### config.mk
export PLATFORM = sky130hd
export DESIGN_NAME = fsh_host_ctrl
export DESIGN_NICKNAME = d
export VERILOG_FILES = /design/src/core/fsh_pkg.sv /design/src/core/fsh_bank_enable.sv /design/src/core/fsh_host_ctrl.sv
export VERILOG_INCLUDE_DIRS = /design/src /design/src/core
export SDC_FILE = /design/constraint.sdc
export NUM_CORES = 1
export LEC_CHECK = 0
export BUFFER_PORTS_ARGS = -buffer_cell sky130_fd_sc_hd__buf_2
export CAP_MARGIN = 20
export CORE_MARGIN = 10
export CORE_UTILIZATION = 46
export CTS_CLUSTER_SIZE = 16
export DETAILED_ROUTE_END_ITERATION = 10
export PLACE_DENSITY_LB_ADDON = 0.05
export SETUP_SLACK_MARGIN = 0.05
export SLEW_MARGIN = 15
export SYNTH_ARGS = -nofsm -noshare
export SYNTH_HDL_FRONTEND = slang
export SYNTH_SLANG_ARGS = --single-unit
### constraint.sdc
create_clock -name SYS_CLK -period 1.7 [get_ports SYS_CLK]
set_input_delay 0.17 -clock SYS_CLK [delete_from_list [all_inputs] [get_ports SYS_CLK]]
set_output_delay 0.17 -clock SYS_CLK [all_outputs]
set_load 0.01 [all_outputs]
### src/core/fsh_params.svh
// Constants shared by the shifter-slice host controller.
// Assumes inclusion by the package and by the design modules.
`ifndef FSH_PARAMS_SVH
`define FSH_PARAMS_SVH

// =====================================================================
// Geometry of the slice array
`define FSH_WORD_W   16
`define FSH_SLICE_W  4
`define FSH_LINK_W   3
`define FSH_SEL_W    2
`define FSH_AMT_W    3
`define FSH_BANKS    2

// =====================================================================
// Pin levels and encodings
`define FSH_OE_OFF   1'b1
`define FSH_BIT_LO   1'b0
`define FSH_ST_IDLE  2'h0
`define FSH_ST_DRIVE 2'h1
`define FSH_ST_DONE  2'h3
`define FSH_MD_ZERO  2'h0
`define FSH_MD_SIGN  2'h1
`define FSH_MD_ROT   2'h2

`endif

### src/core/fsh_pkg.sv
// Types for the shifter-slice host controller.
// Assumes fsh_params.svh is on the include path.
`include "fsh_params.svh"

package fsh_pkg;

   // =====================================================================
   // Enumerations
   typedef enum logic [1:0] {
      FSH_MODE_ZERO = `FSH_MD_ZERO,
      FSH_MODE_SIGN = `FSH_MD_SIGN,
      FSH_MODE_ROT  = `FSH_MD_ROT
   } fsh_mode_t;

   // Gray codes along idle -> drive -> done
   typedef enum logic [1:0] {
      FSH_IDLE  = `FSH_ST_IDLE,
      FSH_DRIVE = `FSH_ST_DRIVE,
      FSH_DONE  = `FSH_ST_DONE
   } fsh_state_t;

   // =====================================================================
   // Request command carried with each word
   typedef struct packed {
      fsh_mode_t                mode;
      logic [`FSH_AMT_W-1:0]    amount;
   } fsh_req_t;

endpackage : fsh_pkg

### src/core/fsh_bank_enable.sv
// Output-enable decoder for paralleled slice banks.
// Assumes the caller registers the result before it reaches the pins.
`include "fsh_params.svh"

module fsh_bank_enable #(
   parameter int BANKS = `FSH_BANKS,
   parameter int IDX_W = `FSH_AMT_W - `FSH_SEL_W
) (
   input  wire logic             enable,     // Drive one bank this cycle
   input  wire logic [IDX_W-1:0] bank_idx,   // Bank holding the shift range
   output logic      [BANKS-1:0] oe_n        // Active-low enables, one per bank
);
   import fsh_pkg::*;

   // =====================================================================
   // One-hot-low decode
   genvar b;
   generate
      for (b = 0; b < BANKS; b++)
      begin : g_bank
         assign oe_n[b] = ~(enable && (bank_idx == IDX_W'(b)));
      end
   endgenerate

endmodule // fsh_bank_enable

### src/core/fsh_host_ctrl.sv
// Host controller driving banks of combinational 4-bit shifter slices.
// Assumes the paralleled slice outputs are resolved onto SHIFT_BUS
// within the same clock cycle that an output enable goes low.
//
// Behaviour
// - Cascade slices; each slice's links take the lower slice's top bits.
// - Paralleled banks; output enables act as a third select level.
// - Zero backfill holds the lowest slice's links low.
// - Sign extension reverses bit order, ties lowest links to bit zero.
// - Link wiring gives zero-backfill, sign-extend and rotate modes.
`include "fsh_params.svh"

module fsh_host_ctrl #(
   parameter int WIDTH = `FSH_WORD_W,
   parameter int BANKS = `FSH_BANKS
) (
   input  wire logic                                  SYS_CLK,             // 100 MHz clock
   input  wire logic                                  RST,                 // Async reset, high
   input  wire logic                                  REQ_VALID,           // Request offered
   output logic                                       REQ_READY,           // Idle, can accept
   input  wire fsh_pkg::fsh_req_t                     REQ_CMD,             // Mode and amount
   input  wire logic [WIDTH-1:0]                      REQ_DATA,            // Word to shift
   output logic                                       RSP_VALID,           // Result pulse
   output logic [WIDTH-1:0]                           RSP_DATA,            // Shifted word
   output logic [BANKS*WIDTH-1:0]                     SLICE_DATA,          // Slice data pins
   output logic [BANKS*(WIDTH/`FSH_SLICE_W)*`FSH_LINK_W-1:0] SLICE_LINK,   // Slice linking pins
   output logic                                       SHIFT_AMOUNT_SEL_LO, // Select bit 0
   output logic                                       SHIFT_AMOUNT_SEL_HI, // Select bit 1
   output logic [BANKS-1:0]                           SLICE_OE_N,          // Bank enables, low
   input  wire logic [WIDTH-1:0]                      SHIFT_BUS            // Resolved outputs
);
   import fsh_pkg::*;

   localparam int SLICES = WIDTH / `FSH_SLICE_W;
   localparam int LINKS  = SLICES * `FSH_LINK_W;
   localparam int IDX_W  = `FSH_AMT_W - `FSH_SEL_W;

   // =====================================================================
   // Helpers
   function automatic logic [WIDTH-1:0] bit_rev(input logic [WIDTH-1:0] w);
      logic [WIDTH-1:0] r;
      r = '0;
      for (int i = 0; i < WIDTH; i++)
         r[i] = w[WIDTH-1-i];
      return r;
   endfunction

   // Value at a possibly negative position of the prepared word
   function automatic logic fill_bit(input logic [WIDTH-1:0] w, input int pos, input fsh_mode_t m);
      int idx;
      idx = ((pos % WIDTH) + WIDTH) % WIDTH;
      if (pos >= 0)
         return w[idx];
      unique case (m)
         FSH_MODE_ROT:  return w[idx];
         FSH_MODE_SIGN: return w[0];
         default:       return `FSH_BIT_LO;
      endcase
   endfunction

   // =====================================================================
   // Declarations
   fsh_state_t             state_ff;
   fsh_state_t             nxt_state;
   fsh_mode_t              mode_ff;
   logic [`FSH_AMT_W-1:0]  amt_ff;
   logic [BANKS*WIDTH-1:0] data_ff;
   logic [BANKS*WIDTH-1:0] nxt_data;
   logic [BANKS*LINKS-1:0] link_ff;
   logic [BANKS*LINKS-1:0] nxt_link;
   logic [BANKS-1:0]       oe_n_ff;
   logic [BANKS-1:0]       nxt_oe_n;
   logic                   rsp_valid_ff;
   logic [WIDTH-1:0]       rsp_data_ff;
   logic [WIDTH-1:0]       word_in;
   logic                   accept;

   assign REQ_READY           = (state_ff == FSH_IDLE);
   assign accept              = REQ_VALID && REQ_READY;
   assign RSP_VALID           = rsp_valid_ff;
   assign RSP_DATA            = rsp_data_ff;
   assign SLICE_DATA          = data_ff;
   assign SLICE_LINK          = link_ff;
   assign SLICE_OE_N          = oe_n_ff;
   assign SHIFT_AMOUNT_SEL_LO = amt_ff[0];
   assign SHIFT_AMOUNT_SEL_HI = amt_ff[1];

   // =====================================================================
   // Pin pattern for every bank and slice
   // reverse for sign extension
   assign word_in = (REQ_CMD.mode == FSH_MODE_SIGN) ? bit_rev(REQ_DATA) : REQ_DATA;

   always_comb
   begin
      nxt_data = '0;
      nxt_link = '0;
      for (int b = 0; b < BANKS; b++)
      begin
         // bank b pre-shifted by four places per bank
         for (int j = 0; j < WIDTH; j++)
            nxt_data[b*WIDTH + j] = fill_bit(word_in, j - b*`FSH_SLICE_W, REQ_CMD.mode);
         for (int k = 0; k < SLICES; k++)
         begin
            for (int m = 0; m < `FSH_LINK_W; m++)
            begin
               // cascade from lower slice; lowest slice by mode
               if (k == 0)
                  nxt_link[b*LINKS + m] = fill_bit(word_in, m - b*`FSH_SLICE_W - `FSH_LINK_W, REQ_CMD.mode);
               else
                  nxt_link[b*LINKS + k*`FSH_LINK_W + m] =
                     nxt_data[b*WIDTH + k*`FSH_SLICE_W - `FSH_LINK_W + m];
            end
         end
      end
   end

   // =====================================================================
   // Sequencer
   always_comb
   begin
      nxt_state = state_ff;
      unique case (state_ff)
         FSH_IDLE:  if (accept) nxt_state = FSH_DRIVE;
         FSH_DRIVE: nxt_state = FSH_DONE;
         FSH_DONE:  nxt_state = FSH_IDLE;
         default:   nxt_state = FSH_IDLE;
      endcase
   end

   always_ff @(posedge SYS_CLK or posedge RST)
   begin
      if (RST)
         state_ff <= FSH_IDLE;
      else
         state_ff <= nxt_state;
   end

   // Pins held from accept until the next request
   always_ff @(posedge SYS_CLK or posedge RST)
   begin
      if (RST)
      begin
         mode_ff <= FSH_MODE_ZERO;
         amt_ff  <= '0;
         data_ff <= '0;
         link_ff <= '0;
      end
      else if (accept)
      begin
         mode_ff <= REQ_CMD.mode;
         amt_ff  <= REQ_CMD.amount;
         data_ff <= nxt_data;
         link_ff <= nxt_link;
      end
   end

   // =====================================================================
   // Bank enables: low for exactly the drive cycle
   fsh_bank_enable #(
      .BANKS (BANKS),
      .IDX_W (IDX_W)
   ) u_bank_enable (
      .enable   (accept),
      .bank_idx (REQ_CMD.amount[`FSH_AMT_W-1:`FSH_SEL_W]),
      .oe_n     (nxt_oe_n)
   );

   // registered so no bank glitches low
   always_ff @(posedge SYS_CLK or posedge RST)
   begin
      if (RST)
         oe_n_ff <= {BANKS{`FSH_OE_OFF}};
      else
         oe_n_ff <= nxt_oe_n;
   end

   // =====================================================================
   // Result capture
   // bus settles within the drive cycle
   always_ff @(posedge SYS_CLK or posedge RST)
   begin
      if (RST)
      begin
         rsp_valid_ff <= 1'b0;
         rsp_data_ff  <= '0;
      end
      else
      begin
         rsp_valid_ff <= (state_ff == FSH_DRIVE);
         if (state_ff == FSH_DRIVE)
            rsp_data_ff <= (mode_ff == FSH_MODE_SIGN) ? bit_rev(SHIFT_BUS) : SHIFT_BUS;
      end
   end

   genvar gb, gk;
   generate
      for (gb = 0; gb < BANKS; gb++)
      begin : g_chk

         for (gk = 1; gk < SLICES; gk++)
         begin : g_slice

         end
      end
   endgenerate
endmodule // fsh_host_ctrl

==> results.ini <==
[pwr]
leakage_nw=1.53
irDropWorstVdd_uv=944
powerDensity_nw_per_um2=1820

[hold_path]
hold_class=primary input to register

[clocking]
clk_path_buf_depth=2
cts.sinks=48
numCtsBuffers=5
cts.clk_slew.worst_paths_ps=90
clk_latency_ps=300
clockRootBuffer=clkbuf_8
htreeDepth=2
cts_tree=built

[synth]
ys_seq_elements=48
syn_area_sq_um=2360
syn_area_per_cell_sq_um=9.36
synthCells=252
synth_top_area_share=0.488
ys.warnings.count=0
ys_top_cells_by_area=dfrtp_1 49%, buf_4 11%, nand2_1 10%, mux2i_1 6.8%, a31oi_1 4.2%
synth_nets=295
yosysTopAreaCell=dfrtp_1
synth_seq_area_share=0.510
yosysUniqueCellTypes=21

[timing]
slew_violations=0
fin_tns_setup_ps=0
slew_headroom=0.614
setup_viol=0
whs_ps=52.5
max_freq_mhz=661
hold_violations=0
fin_crit_ps=1510
period_share=0.890
tightest_slew_ps=579
rsz0062_at_grt=false
fin_worst_skew_ps=4.99

[layout]
diodes=0
layout.nets=382
layout.cells.non_filler=410
drive_above_1_share=0.400
area_growth_pct=22.9

[detailed_routing]
vias_per_cell=4.75
wirelength_microns=6000
detail-route-antenna-nets=0
drtIter0Drc=47
route.detailed.drc=0
vias=1946
wire_per_inst_microns=14.6
firstDrtPassIters=4

[worst_setup_path]
crit_fanout=52
crit_buf_inv=1
cp_data_arrival_time_ps=1710
crit_family=flip-flops
required_ps=1900
slowest_delay_ps=430
critical_path_class=register to register
crit_slowest_cell=dfrtp_1
cp-start-kind=register
crit_path_end_kind=register
path_cells=or3b_1 > buf_4 > o311ai_1

[grt]
antenna_found_initial=0
met3_usage=0.0798
use_met1=0.159
grt_pass1_vias=2000
grt_pass1_wl_microns=9990
grt_max_degree=53
grt_use_met2=0.230
grt.busiest_layer=met2
track_usage=0.144
grt_remaining_overflow=0

[floorplan]
start_util=0.468
rows=26
io_pins=118
dieArea_sq_um=8390
die_y_microns=91.6
dieWidth_microns=91.6
fp.coreArea_sq_um=5040

[place]
gpl.final_weighted_congestion=0.694
dp_cells=399
io_buffers=117
hpwl_microns=4560

[run]
cap_violations=0

[status]
status=finished clean

-- Yosys cell counts --
cell	count
dfstp_2	2
ha_1	3
nor3b_1	1
clkbuf_1	10
mux2i_1	16
nand2_1	64
nor2_1	19
nand2b_1	3
or3b_1	1
nor2b_1	2
dfrtp_1	46
o21ai_0	18
buf_2	3
o311ai_1	7
inv_1	3
buf_6	1
buf_1	2
and2b_1	1
a31oi_1	16
nand4b_1	1
buf_4	33
-- path summary, 6_finish.rpt --
path | from | to | slack [ps] | cells after the start
setup reg to reg | state_ff[1] | SLICE_LINK[14] | 190 | 3
max in group asynchronous | RST | SLICE_DATA[15] | 590 | 4
min in group asynchronous | RST | SLICE_DATA[27] | 470 | 3
hold / removal | REQ_CMD[0] | amt_ff[0] | 50 | 3
hold reg to reg | amt_ff[0] | amt_ff[0] | 470 | 2
setup / recovery | state_ff[1] | SLICE_LINK[14] | 190 | 3
-- through the flow --
| stage | util | power (mW) | instance area, sq um | setup slack (ps) |
|---|---|---|---|---|
| 2_1_floorplan | - | 3.94 | 2360 | 317 |
| 3_3_place_gp | 0.551 | 4.60 | 2780 | 242 |
| 3_5_place_dp | 0.551 | 4.65 | 2780 | 178 |
| 4_1_cts | 0.573 | 5.37 | 2890 | 167 |
| 5_1_grt | 0.575 | 5.77 | 2900 | 64.0 |
| 6_report | 0.575 | 5.26 | 2900 | 187 |
-- layer usage --
| metal | vias to the layer above | wire length (microns) |
|---|---|---|
| met5 | - | 0 |
| li1 | 978 | - |
| met1 | 885 | 2370 |
| met4 | 0 | 73 |
| met3 | 8 | 771 |
| met2 | 75 | 2780 |
-- placed cells by master (no fill, tap or decap) --
cell,instances
a31oi_1,16
and2b_1,1
buf_2,117
buf_4,10
clkbuf_1,2
clkbuf_8,6
dfrtp_1,46
dfstp_2,2
dlygate4sd3_1,2
ha_1,3
inv_1,2
inv_2,1
mux2i_1,16
nand2_1,64
nand2b_1,3
nand4b_1,1
nor2_1,19
nor2b_1,2
nor3b_1,1
o21ai_0,18
o311ai_1,7
or3b_1,1
-- timing repair --
| action | 4_1_cts | 5_1_grt |
|---|---|---|
| gates resized for setup | 0 | 0 |
| buffers inserted | 0 | 1 |
| setup endpoints to repair | 0 | 7 |
| hold buffers | 2 | 0 |
| endpoints found under the hold margin | 24 | 0 |
-- flip-flops by register name (all words and copies together), names as in the netlist --
signal	count
RSP_DATA	16
RSP_VALID	1
SLICE_DATA	20
SLICE_LINK	3
SLICE_OE_N	2
amt_ff	2
mode_ff	2
state_ff	2
-- final cells by class --
| class | count | area, sq um |
|---|---|---|
| fillers | 493 | 2140 |
| flip-flops and latches | 48 | 1200 |
| multi-input cells | 152 | 825 |
| repair buffers | 129 | 681 |
| clock buffers | 8 | 90.1 |
| well taps | 70 | 87.6 |
| inverters | 3 | 11.3 |
-- kinds of logic after synthesis --
kind of cell               share of synthesized area
AOI/OAI and AO/OA                              0.107
adders and majority gates                     0.0159
buffers and inverters                          0.140
DFF                                            0.510
muxes                                         0.0679
and+or+nand+nor                                0.159
-- power by group --
group	switching [mW]	total [mW]	internal (mW)
logic	1.50	2.54	1.04
registers	0.336	2.02	1.68
clock network	0.377	0.709	0.333
-- tightest hold or removal path: stages --
cell	delay [ps]
buf_2	70
nand2_1	40
nand2_1	40
No activity file was read; power rests on OpenSTA's default activity.
